===== config.mk =====
export PLATFORM = sky130hd
export DESIGN_NAME = brdt_regs
export DESIGN_NICKNAME = d
export VERILOG_FILES = /design/src/brdt_pkg.sv /design/src/brdt_regs.sv
export SDC_FILE = /design/constraint.sdc
export NUM_CORES = 1
export LEC_CHECK = 0
export BUFFER_PORTS_ARGS = -buffer_cell sky130_fd_sc_hd__buf_2
export CAP_MARGIN = 10
export CORE_MARGIN = 1
export CORE_UTILIZATION = 50
export DETAILED_ROUTE_END_ITERATION = 8
export GPL_TIMING_DRIVEN = 1
export PLACE_DENSITY = 0.69
export SLEW_MARGIN = 5
export SYNTH_ARGS = -nofsm -noshare
export SYNTH_HDL_FRONTEND = slang
export SYNTH_SLANG_ARGS = --single-unit

===== constraint.sdc =====
create_clock -name pclk -period 4.4 [get_ports pclk]
set_clock_uncertainty 0.15 [all_clocks]
set_input_delay 0.22 -clock pclk [delete_from_list [all_inputs] [get_ports pclk]]
set_output_delay 0.22 -clock pclk [all_outputs]
set_load 0.05 [all_outputs]

===== src/brdt_pkg.sv =====
/*
 * brdt_pkg: register map, field positions, reset values, timing counts
 * and carrier types for the bridge retry and discard timer register bank.
 * Assumes a single PCI clock of 100 MHz driving both the register bus
 * and the timer logic.
 */
package brdt_pkg;

   // register byte offsets
   localparam logic [7:0] OFF_BRIDGE_CTRL = 8'h3C;
   localparam logic [7:0] OFF_RETRY_LIMIT = 8'h78;
   localparam logic [7:0] OFF_DISCARD_TMR = 8'h80;
   localparam logic [7:0] OFF_SLOT_CAP = 8'hB0;
   localparam logic [7:0] OFF_PM_CAP = 8'hDC;
   localparam logic [7:0] OFF_IRQ_STATUS = 8'hF0;
   localparam logic [7:0] OFF_IRQ_MASK = 8'hF4;

   // field positions
   localparam int POS_COARSE_PRI = 24;
   localparam int POS_COARSE_SEC = 25;
   localparam int POS_FINE_SEC = 0;
   localparam int POS_FINE_PRI = 16;
   localparam int POS_SLOT_NUM = 16;
   localparam int POS_FIRST_CHASSIS = 21;
   localparam int POS_CHASSIS = 24;
   localparam int POS_CAP_NEXT = 8;

   // reset values and read-only contents
   localparam logic [31:0] RST_RETRY_LIMIT = 32'h0100_0000;
   localparam logic [15:0] RST_DISCARD_LOAD = 16'h8000;
   localparam logic [7:0] SLOT_CAP_ID = 8'h04;
   localparam logic [7:0] SLOT_CAP_NEXT_END = 8'h00;
   localparam logic [7:0] PM_CAP_ID = 8'h01;
   localparam logic [7:0] PM_CAP_NEXT = 8'h0B;

   // coarse discard loads in PCI clocks: 2^15 when the bit is 0, 2^10 if 1
   localparam logic [15:0] COARSE_LOAD_LONG = 16'h8000;
   localparam logic [15:0] COARSE_LOAD_SHORT = 16'h0400;

   // interrupt status bit positions
   localparam int IRQ_SEC_DISCARD = 0;
   localparam int IRQ_PRI_DISCARD = 1;
   localparam int IRQ_RETRY_TIMEOUT = 2;
   localparam int IRQ_WIDTH = 3;

   // side index for the two discard timers
   localparam int SIDE_SEC = 0;
   localparam int SIDE_PRI = 1;

   typedef enum logic {
      TMR_IDLE = 1'b0,
      TMR_RUN = 1'b1
   } brdt_tmr_st_t;

   // per-side events from the forwarding logic
   typedef struct packed {
      logic start;   // last data / first cache line completed to bridge
      logic taken;   // initiator came back for the read data
   } brdt_side_in_t;

endpackage


===== src/brdt_regs.sv =====
/*
 * brdt_regs: retry limit, primary and secondary discard timers, slot
 * identification and power management capability headers, behind an
 * APB slave with a sticky interrupt status and mask.
 * Assumes the forwarding logic runs on pclk and drives one-cycle start
 * and taken pulses per side plus a retry-pending level; the two mode
 * straps come from pins and are synchronised here.
 */
// The APB interface to the registers was chosen for this implementation.
// How it works
// RULE1: retry limit word, read/write, resets 0100_0000h.
// RULE2: default limit means 2^24 clocks before timeout.
// RULE3: secondary fine load, bits 15:0, resets 8000h.
// RULE4: control bit 25 loads secondary 2^10 or 2^15.
// RULE5: primary fine load, bits 31:16, resets 8000h.
// RULE6: control bit 24 loads primary 2^10 or 2^15.
// RULE7: last written of fine or coarse wins.
// RULE8: timer starts when read data lands.
// RULE9: expiry discards that transaction's buffered data.
// RULE10: slot slot_cap_id reads 04h.
// RULE11: slot next pointer reads 00h per straps.
// RULE12: slot number and first-in-chassis, read/write.
// RULE13: bits 23:22 of slot word read zero.
// RULE14: power management slot_cap_id reads 01h.
// RULE15: power management next pointer reads 0Bh.
// RULE16: writes to read-only fields change nothing.
// RULE17: timer counts down, zero before return discards.
`timescale 1ns/100ps
module brdt_regs #(
   parameter logic [7:0] SLOT_NEXT_NO_STRAP = 8'h00
) (
   // clock and reset
   input wire logic pclk,
   input wire logic presetn,
   // apb slave
   input wire logic psel,
   input wire logic penable,
   input wire logic pwrite,
   input wire logic [7:0] paddr,
   input wire logic [31:0] pwdata,
   output logic [31:0] prdata,
   output logic pready,
   output logic pslverr,
   // mode strap pins
   input wire logic mode_strap_first,
   input wire logic mode_strap_second,
   // forwarding logic
   input wire brdt_pkg::brdt_side_in_t sec_in,
   input wire brdt_pkg::brdt_side_in_t pri_in,
   input wire logic retry_pending,
   output logic sec_discard,
   output logic pri_discard,
   output logic retry_timeout,
   // interrupt
   output logic irq
);

   logic pready_ff;
   logic pslverr_ff;
   logic [31:0] prdata_ff;
   logic [31:0] retry_limit_ff;
   logic [31:0] retry_cnt_ff;
   logic retry_to_ff;
   logic [1:0] coarse_ff;
   logic [15:0] load_ff [2];
   logic [15:0] timer_ff [2];
   logic [1:0] discard_ff;
   logic [4:0] slot_num_ff;
   logic first_chassis_ff;
   logic [7:0] chassis_ff;
   logic [2:0] irq_status_ff;
   logic [2:0] irq_mask_ff;
   logic irq_ff;
   logic [1:0] strap_meta_ff;
   logic [1:0] strap_sync_ff;
   logic [7:0] slot_next;
   logic setup;
   logic wr_en;
   logic [31:0] nxt_prdata;
   logic nxt_slverr;
   logic [1:0] side_start;
   logic [1:0] side_taken;
   logic [2:0] events;

   assign side_start = {pri_in.start, sec_in.start};
   assign side_taken = {pri_in.taken, sec_in.taken};

   // a write lands only at the edge where the access phase completes
   assign setup = psel & ~penable;
   assign wr_en = psel & penable & pready_ff & pwrite;

   function automatic logic hit(input logic [7:0] a, input logic [7:0] off);
      hit = (a == off);
   endfunction

   function automatic logic [15:0] coarse_load(input logic bit_set);
      coarse_load = bit_set ? brdt_pkg::COARSE_LOAD_SHORT :
         brdt_pkg::COARSE_LOAD_LONG;
   endfunction

   // straps are pin levels: two flops before anything reads them
   always_ff @(posedge pclk or negedge presetn) begin
      if (!presetn) begin
         strap_meta_ff <= 2'h0;
         strap_sync_ff <= 2'h0;
      end else begin
         strap_meta_ff <= {mode_strap_second, mode_strap_first};
         strap_sync_ff <= strap_meta_ff;
      end
   end

   always_comb begin
      if (strap_sync_ff[0] | strap_sync_ff[1]) begin
         slot_next = brdt_pkg::SLOT_CAP_NEXT_END; // RULE11
      end else begin
         slot_next = SLOT_NEXT_NO_STRAP;
      end
   end

   // read mux: read-only words are constants, so writes cannot touch them
   always_comb begin
      nxt_prdata = 32'h0000_0000;
      nxt_slverr = 1'b0;
      case (paddr)
         brdt_pkg::OFF_BRIDGE_CTRL: begin
            nxt_prdata[brdt_pkg::POS_COARSE_SEC] = coarse_ff[0];
            nxt_prdata[brdt_pkg::POS_COARSE_PRI] = coarse_ff[1];
         end
         brdt_pkg::OFF_RETRY_LIMIT: begin
            nxt_prdata = retry_limit_ff;
         end
         brdt_pkg::OFF_DISCARD_TMR: begin
            nxt_prdata = {load_ff[brdt_pkg::SIDE_PRI],
               load_ff[brdt_pkg::SIDE_SEC]};
         end
         brdt_pkg::OFF_SLOT_CAP: begin
            // bits 23:22 stay zero
            nxt_prdata = {chassis_ff, 2'h0, first_chassis_ff, slot_num_ff,
               slot_next, brdt_pkg::SLOT_CAP_ID}; // RULE10 RULE13
         end
         brdt_pkg::OFF_PM_CAP: begin
            nxt_prdata = {16'h0000, brdt_pkg::PM_CAP_NEXT,
               brdt_pkg::PM_CAP_ID}; // RULE14 RULE15 RULE16
         end
         brdt_pkg::OFF_IRQ_STATUS: begin
            nxt_prdata = {29'h0, irq_status_ff};
         end
         brdt_pkg::OFF_IRQ_MASK: begin
            nxt_prdata = {29'h0, irq_mask_ff};
         end
         default: begin
            nxt_slverr = 1'b1;
         end
      endcase
   end

   // no wait state: the answer is registered during the setup cycle
   always_ff @(posedge pclk or negedge presetn) begin
      if (!presetn) begin
         pready_ff <= 1'b0;
         pslverr_ff <= 1'b0;
         prdata_ff <= 32'h0000_0000;
      end else begin
         pready_ff <= setup;
         pslverr_ff <= setup & nxt_slverr;
         if (setup && !pwrite) begin
            prdata_ff <= nxt_prdata;
         end
      end
   end

   always_ff @(posedge pclk or negedge presetn) begin
      if (!presetn) begin
         retry_limit_ff <= brdt_pkg::RST_RETRY_LIMIT;
      end else if (wr_en && hit(paddr, brdt_pkg::OFF_RETRY_LIMIT)) begin
         retry_limit_ff <= pwdata; // RULE1
      end
   end

   // fine field and coarse bit share one load register: last write wins
   always_ff @(posedge pclk or negedge presetn) begin
      if (!presetn) begin
         coarse_ff <= 2'h0;
         load_ff[0] <= brdt_pkg::RST_DISCARD_LOAD;
         load_ff[1] <= brdt_pkg::RST_DISCARD_LOAD;
      end else if (wr_en && hit(paddr, brdt_pkg::OFF_BRIDGE_CTRL)) begin
         coarse_ff <= {pwdata[brdt_pkg::POS_COARSE_PRI],
            pwdata[brdt_pkg::POS_COARSE_SEC]};
         load_ff[0] <= coarse_load(pwdata[brdt_pkg::POS_COARSE_SEC]); // RULE4
         load_ff[1] <= coarse_load(pwdata[brdt_pkg::POS_COARSE_PRI]); // RULE6
      end else if (wr_en && hit(paddr, brdt_pkg::OFF_DISCARD_TMR)) begin
         load_ff[0] <= pwdata[brdt_pkg::POS_FINE_SEC +: 16]; // RULE3 RULE7
         load_ff[1] <= pwdata[brdt_pkg::POS_FINE_PRI +: 16]; // RULE5 RULE7
      end
   end

   always_ff @(posedge pclk or negedge presetn) begin
      if (!presetn) begin
         slot_num_ff <= 5'h00;
         first_chassis_ff <= 1'b0;
         chassis_ff <= 8'h00;
      end else if (wr_en && hit(paddr, brdt_pkg::OFF_SLOT_CAP)) begin
         slot_num_ff <= pwdata[brdt_pkg::POS_SLOT_NUM +: 5]; // RULE12
         first_chassis_ff <= pwdata[brdt_pkg::POS_FIRST_CHASSIS]; // RULE12
         chassis_ff <= pwdata[brdt_pkg::POS_CHASSIS +: 8];
      end
   end

   // discard timers; a new start while running reloads the count, but a same-cycle taken or expiry at zero wins
   brdt_pkg::brdt_tmr_st_t tstate_ff [2];

   always_ff @(posedge pclk or negedge presetn) begin
      if (!presetn) begin
         for (int s = 0; s < 2; s++) begin
            tstate_ff[s] <= brdt_pkg::TMR_IDLE;
            timer_ff[s] <= 16'h0000;
            discard_ff[s] <= 1'b0;
         end
      end else begin
         for (int s = 0; s < 2; s++) begin
            discard_ff[s] <= 1'b0;
            case (tstate_ff[s])
               brdt_pkg::TMR_IDLE: begin
                  if (side_start[s]) begin
                     tstate_ff[s] <= brdt_pkg::TMR_RUN; // RULE8
                     timer_ff[s] <= load_ff[s];
                  end
               end
               brdt_pkg::TMR_RUN: begin
                  if (side_taken[s]) begin
                     tstate_ff[s] <= brdt_pkg::TMR_IDLE;
                  end else if (timer_ff[s] == 16'h0000) begin
                     tstate_ff[s] <= brdt_pkg::TMR_IDLE;
                     discard_ff[s] <= 1'b1; // RULE9 RULE17
                  end else if (side_start[s]) begin
                     timer_ff[s] <= load_ff[s];
                  end else begin
                     timer_ff[s] <= timer_ff[s] - 16'h0001; // RULE17
                  end
               end
               default: begin
                  tstate_ff[s] <= brdt_pkg::TMR_IDLE;
               end
            endcase
         end
      end
   end

   // retry timeout: clocks spent retrying against the programmed limit
   always_ff @(posedge pclk or negedge presetn) begin
      if (!presetn) begin
         retry_cnt_ff <= 32'h0000_0000;
         retry_to_ff <= 1'b0;
      end else begin
         retry_to_ff <= 1'b0;
         if (!retry_pending) begin
            retry_cnt_ff <= 32'h0000_0000;
         end else if (retry_cnt_ff + 32'h0000_0001 >= retry_limit_ff) begin
            retry_cnt_ff <= 32'h0000_0000;
            retry_to_ff <= 1'b1; // RULE2
         end else begin
            retry_cnt_ff <= retry_cnt_ff + 32'h0000_0001;
         end
      end
   end

   assign events = {retry_to_ff, discard_ff[1], discard_ff[0]};

   // sticky status, write one to clear; a same-cycle event wins
   always_ff @(posedge pclk or negedge presetn) begin
      if (!presetn) begin
         irq_status_ff <= 3'h0;
      end else if (wr_en && hit(paddr, brdt_pkg::OFF_IRQ_STATUS)) begin
         irq_status_ff <= (irq_status_ff & ~pwdata[2:0]) | events;
      end else begin
         irq_status_ff <= irq_status_ff | events;
      end
   end

   always_ff @(posedge pclk or negedge presetn) begin
      if (!presetn) begin
         irq_mask_ff <= 3'h0;
      end else if (wr_en && hit(paddr, brdt_pkg::OFF_IRQ_MASK)) begin
         irq_mask_ff <= pwdata[2:0];
      end
   end

   // irq lags status by one clock to keep the output flop-driven
   always_ff @(posedge pclk or negedge presetn) begin
      if (!presetn) begin
         irq_ff <= 1'b0;
      end else begin
         irq_ff <= |(irq_status_ff & irq_mask_ff);
      end
   end

   assign prdata = prdata_ff;
   assign pready = pready_ff;
   assign pslverr = pslverr_ff;
   assign sec_discard = discard_ff[0];
   assign pri_discard = discard_ff[1];
   assign retry_timeout = retry_to_ff;
   assign irq = irq_ff;

   a_retry_write: assert property (@(posedge pclk) disable iff (!presetn) // RULE1
      wr_en && paddr == brdt_pkg::OFF_RETRY_LIMIT |=>
      retry_limit_ff == $past(pwdata))
      else $error("retry limit did not take written value");

   a_retry_expiry: assert property (@(posedge pclk) disable iff (!presetn) // RULE2
      retry_to_ff |-> $past(retry_pending) &&
      ($past(retry_cnt_ff) + 32'h0000_0001 >= $past(retry_limit_ff)))
      else $error("retry timeout before limit reached");

   a_fine_sec_load: assert property (@(posedge pclk) disable iff (!presetn) // RULE3
      wr_en && paddr == brdt_pkg::OFF_DISCARD_TMR |=>
      load_ff[0] == $past(pwdata[15:0]))
      else $error("secondary fine load wrong");

   a_fine_pri_load: assert property (@(posedge pclk) disable iff (!presetn) // RULE5
      wr_en && paddr == brdt_pkg::OFF_DISCARD_TMR |=>
      load_ff[1] == $past(pwdata[31:16]))
      else $error("primary fine load wrong");

   a_coarse_sec: assert property (@(posedge pclk) disable iff (!presetn) // RULE4
      wr_en && paddr == brdt_pkg::OFF_BRIDGE_CTRL |=>
      load_ff[0] == ($past(pwdata[25]) ? 16'h0400 : 16'h8000))
      else $error("secondary coarse load wrong");

   a_coarse_pri: assert property (@(posedge pclk) disable iff (!presetn) // RULE6
      wr_en && paddr == brdt_pkg::OFF_BRIDGE_CTRL |=>
      load_ff[1] == ($past(pwdata[24]) ? 16'h0400 : 16'h8000))
      else $error("primary coarse load wrong");

   a_load_holds: assert property (@(posedge pclk) disable iff (!presetn) // RULE7
      !(wr_en && (paddr == brdt_pkg::OFF_DISCARD_TMR ||
      paddr == brdt_pkg::OFF_BRIDGE_CTRL)) |=> $stable(load_ff[0]))
      else $error("load value changed without a write");

   a_timer_start: assert property (@(posedge pclk) disable iff (!presetn) // RULE8
      tstate_ff[0] == brdt_pkg::TMR_IDLE && sec_in.start |=>
      tstate_ff[0] == brdt_pkg::TMR_RUN && timer_ff[0] == $past(load_ff[0]))
      else $error("secondary timer did not start");

   a_timer_discard: assert property (@(posedge pclk) disable iff (!presetn) // RULE9
      tstate_ff[1] == brdt_pkg::TMR_RUN && timer_ff[1] == 16'h0000 &&
      !pri_in.taken |=> pri_discard ##1 !pri_discard)
      else $error("primary expiry did not discard once");

   a_timer_count: assert property (@(posedge pclk) disable iff (!presetn) // RULE17
      tstate_ff[0] == brdt_pkg::TMR_RUN && timer_ff[0] != 16'h0000 &&
      !sec_in.taken && !sec_in.start |=> timer_ff[0] == $past(timer_ff[0]) -
      16'h0001 && !sec_discard)
      else $error("secondary timer did not count down");

   a_slot_word: assert property (@(posedge pclk) disable iff (!presetn) // RULE10
      setup && !pwrite && paddr == brdt_pkg::OFF_SLOT_CAP |=>
      prdata[7:0] == 8'h04 && prdata[23:22] == 2'h0 &&
      prdata[20:16] == $past(slot_num_ff))
      else $error("slot capability word wrong");

   a_slot_next: assert property (@(posedge pclk) disable iff (!presetn) // RULE11
      setup && !pwrite && paddr == brdt_pkg::OFF_SLOT_CAP &&
      (strap_sync_ff != 2'h0) |=> prdata[15:8] == 8'h00)
      else $error("slot next pointer not zero");

   a_pm_word: assert property (@(posedge pclk) disable iff (!presetn) // RULE14
      setup && !pwrite && paddr == brdt_pkg::OFF_PM_CAP |=>
      prdata[15:0] == 16'h0B01 && pready) // RULE15
      else $error("power management header wrong");

   a_irq_level: assert property (@(posedge pclk) disable iff (!presetn)
      |(irq_status_ff & irq_mask_ff) |=> irq)
      else $error("interrupt not raised");

endmodule


Yosys cells after proc, flatten, opt, wreduce, memory -nomap -nowiden
Cells that the tools add are included.
Storage, ports and cells
  register bits: 190
  word-level logic and storage cells: 102
Cells by class
  $add $sub $neg: 3
  magnitude comparators: 1
  equal/unequal tests: 13
  muxes and demuxes: 37
  bitwise logic cells: 13
  reduce and logical (&&, ||, !) cells: 15
Operators by type and width (count)
  2-to-1 mux 16 bit: 10
  case mux 24 bit (6 select lines): 1
  2-to-1 mux 32 bit: 4
  case mux 16 bit (2 select lines): 2
  equality test 8 bit, second input constant: 5
  adder 32 x 1 -> 32 bit, second input constant: 1
  greater-or-equal comparator 32 bit: 1
  logical NOT 16 bit: 2
  subtractor 16 x 1 -> 16 bit, second input constant: 2
  case mux 6 bit (3 select lines): 1
  2-to-1 mux 1 bit: 15
  != test 2 bit, second input constant: 6
  equality test 8 x 6 -> 1 bit, second input constant: 1
  equality test 8 x 7 -> 1 bit, second input constant: 1
  case mux 2 bit (4 select lines): 1
  logical AND 1 bit: 7
  OR reduction 7 bit: 1
  bitwise AND 3 bit: 2
  bitwise OR 3 bit: 2
  AND reduction 3 bit: 2
  bitwise AND 1 bit: 5
  case mux 1 bit (2 select lines): 2
  2-to-1 mux 3 bit: 1
  inverter 1 bit: 3
  4 further kinds: 4

Depth between registers and ports, before layout
  word-level depth: 6
  depth in mapped cells: 15
  depth with buffers taken out: 13

Worst setup path before layout
Ideal clock, no wire load.
  kind: register to register
  start: register retry_cnt_ff[0]
  end: register retry_cnt_ff[23]
  setup time: 132 ps
  data arrival time: 3178 ps
  data required time: 4118 ps
  slack: 940 ps
  cell stages (with the launch flop): 14
  path through: dfrtp_1 -> ha_1 -> nand4_1 -> or3_1 -> buf_2 -> nor3_1 -> nand2_1 -> xnor2_1 -> ha_1 -> nand4_1 -> or4_1 -> o2111ai_1 -> clkbuf_1 -> nor2b_1
Between the ends
  longest elaborated chain between the ends: 4
Ends and longest elaborated chain
  start, declared: line brdt_regs.sv:62  | logic [31:0] retry_cnt_ff;
  start signal, assigned: line brdt_regs.sv:262  | retry_cnt_ff <= retry_cnt_ff + 32'h0000_0001;
  adder 32 x 1 -> 32 bit (*): line brdt_regs.sv:258, brdt_regs.sv:262
  greater-or-equal comparator 32 bit: line brdt_regs.sv:258  | end else if (retry_cnt_ff + 32'h0000_0001 >= retry_limit_ff) begin
  2-to-1 mux 32 bit (*): line brdt_regs.sv:258
  2-to-1 mux 32 bit (*): line brdt_regs.sv:256  | if (!retry_pending) begin
Every way passes the cells marked *; elsewhere a longest branch is shown, timed or not.
A chain may end at the register's enable or synchronous reset.

Worst setup path after layout
  start: register retry_cnt_ff[0]
  end: register retry_cnt_ff[11]
The elaborated chain is that of the path after synthesis.

==> flow_summary.ini <==
[status]
status = finished, final reports clean

[setup_path]
reg2reg_from = retry_cnt_ff[0]
worst-r2r-setup-slack_ns = 0.59
r2r_cells = 12
r2r-end = retry_cnt_ff[11]
startpoint = retry_cnt_ff[0]
cp_max_fo = 32
crit_type = flop to flop
arrival_ns = 3.96
start_kind = flop
critPathCapture = retry_cnt_ff[11]
end_kind = flop
critPathRequiredTime_ns = 4.55

[floorplan]
die_x_um = 140
ioPinCount = 90
core_area_um2 = 18700
die_area_um2 = 19600
die_h_um = 140
start_util_pct = 50.9
placementRows = 50

[route]
wl_per_cell_um = 18.5
vias = 7624
drt.antenna.violating_nets = 0
dr.pass1.iters = 5
drc_errors = 0
drt-initial-drc-count = 581
routed_wl_um = 24000
via_per_inst = 5.89

[timing]
setup_ws_ns = 0.589
rsz0062_at_grt = no
hold_viol_final = 0
period_needed_ns = 3.81
clock.fmax_ghz = 0.262
min_period_over_period_pct = 86.6
hold_ws_ns = 0.0596
worst_pin_slew_ns = 1.03
relSlewSlack_pct = 31.1
setup_tns_ns = 0
setup_viol = 0
slew_viol_final = 0

[placed_design]
finalWeightedCongestion = 0.861
placed_area_um2 = 10200
place_ws_ns = 0.626
post-dp-hpwl_um = 16100
io_buffers = 87

[yosys]
synthArstFlopShare_pct = 100
netlist_area_um2 = 9530
synth_seq_cells = 190
synthFlopType = dfrtp_1
netlist_instances = 937
synth.avg_cell_area_um2 = 10.2
synth_seq_area_share_pct = 49.9
syn_nets = 1024
yosys.cell_types.count = 65
yosys_warnings = 0
synthTopCellsByArea = dfrtp_1 (49%), mux2_2 (5.7%), ha_1 (4.6%), a21oi_1 (3.2%), nor2_1 (3.2%)
netlist.area_leader.share_pct = 49.1
synth_edf_count = 0
yosys.area.top_type = dfrtp_1

[grt]
grt_overflow = 0
grt_max_degree = 122
grt_pass1_vias = 7380
grt_usage_pct = 25.6
grt_pass1_wl_um = 38900
grt_antenna_before_repair = 0

[layout]
insertedDiodeCount = 0
layout_commonest_cell = dfrtp_1
layout.nets = 1134
drive_gt1_share_pct = 19.2
design_area_um2 = 11300
syn2layout_area_growth_pct = 18.1
nFillCells = 1532
layout_common_cells = dfrtp_1 (187), buf_2 (86), nor2_1 (78)

[clocking]
cts_tree = done
clk_pin_slew_worst_paths_ns = 0.07
clock_latency_ns = 0.44
post-cts-setup-buffer-count = 0
htreeDepth = 4
numCtsBuffers = 17
root_buffer = clkbuf_16
clkSinkCount = 190
post_cts_resize_count = 0
clockBufferDepth = 2

[pwr]
peakVddDrop_uv = 261
p_leak_nw = 5.20
power_density_nw_per_um2 = 411

[job]
drv_cap = 0

[worst_hold_path]
hp-class = input pin to flop
[kinds of logic (layout without fill, tap and decap cells)]
family	after synthesis	count (layout)	share of synthesized area, %
adder cells (fa/ha/maj)	35	35	4.60
buffers and inverters	92	215	3.87
flip-flops	190	190	49.9
AO/OA/AOI/OAI	233	233	16.1
multiplexers	54	54	6.45
AND/OR/NAND/NOR	303	303	16.3
XOR/XNOR	30	30	2.76
[power by group]
part           switching, mW  internal, mW
clock network          0.684          1.07
registers              0.141          1.89
logic                  0.563         0.283
total                   1.39          3.24
[layer usage]
layer	vias to the layer above	track usage (%)	wire [um]
met4	0	10.8	747
met2	191	38.2	10600
met1	3788	37.0	11500
met5	-	0	0
li1	3602	-	-
met3	43	4.41	1100
[cells in the mapped netlist (all sizes together), types with 5 or more instances]
cell	instances
buf	10
nand2b	8
and3	7
or3	9
o21ai	41
mux2i	5
xnor2	17
clkbuf	35
nand4	15
nor4	10
nand3	17
xor2	13
inv	47
ha	35
dfrtp	187
nor2	81
a31oi	23
or4	5
a22oi	17
a211oi	8
a22o	28
nor2b	36
mux2	49
a21oi	66
a221oi	14
nand2	72
a21o	7
o22ai	8
nor3	22
[cell type report]
type	instances	area (um^2)	share of cell area (%)
Timing Repair Buffer	136	910	8.08
Sequential cell	190	4760	42.3
Tap cell	234	293	2.60
Inverter	47	179	1.59
Clock inverter	14	241	2.15
Multi-Input combinational cell	655	4440	39.5
Clock buffer	18	429	3.81
[state kept, by name (all words and copies together), names as in the netlist, 2 cells and up]
register / cells
retry_limit_ff: 32
prdata: 32
load_ff: 32
irq_status_ff: 3
timer_ff: 32
slot_num_ff: 5
discard_ff: 2
tstate_ff: 2
retry_cnt_ff: 32
coarse_ff: 2
chassis_ff: 8
irq_mask_ff: 3
[how the worst min path moves through the flow]
stage	startpoint	endpoint	slack [ns]	cells past startpoint
floorplan	presetn	chassis_ff[0]	-0.23	0
finish	sec_in[1]	timer_ff[16]	0.06	3
global placement	pri_in[0]	discard_ff[1]	0.28	2
CTS	sec_in[1]	timer_ff[16]	0.04	3
global route	sec_in[1]	timer_ff[16]	0.08	3
detailed placement	pri_in[0]	discard_ff[1]	0.28	2
[critical path: stages, from the launching register on]
cell       delay, ns
dfrtp_1         0.42
ha_1            0.23
nand4_1         0.14
or3_1           0.50
nor3_1          0.36
nand3_1         0.15
xnor2_1         0.17
ha_1            0.30
nand4_1         0.14
or4_1           0.47
o2111ai_2       0.18
buf_4           0.35
nor2b_1         0.10
[metrics by stage]
| step | utilization (%) | instances | total power, mW |
|---|---|---|---|
| floorplan | - | 937 | 2.63 |
| global placement | 54.5 | 1223 | 2.85 |
| detailed placement | 54.5 | 1223 | 2.87 |
| CTS | 60.2 | 1294 | 4.65 |
| global route | 60.2 | 1294 | 4.83 |
| finish | 60.2 | 1294 | 4.63 |
[repair_timing]
| item | CTS | global route |
|---|---|---|
| hold endpoints to repair | 206 | 0 |
| hold buffers | 39 | 0 |
| setup endpoints to repair | 0 | 0 |
No activity file was read; power rests on OpenSTA's default activity.
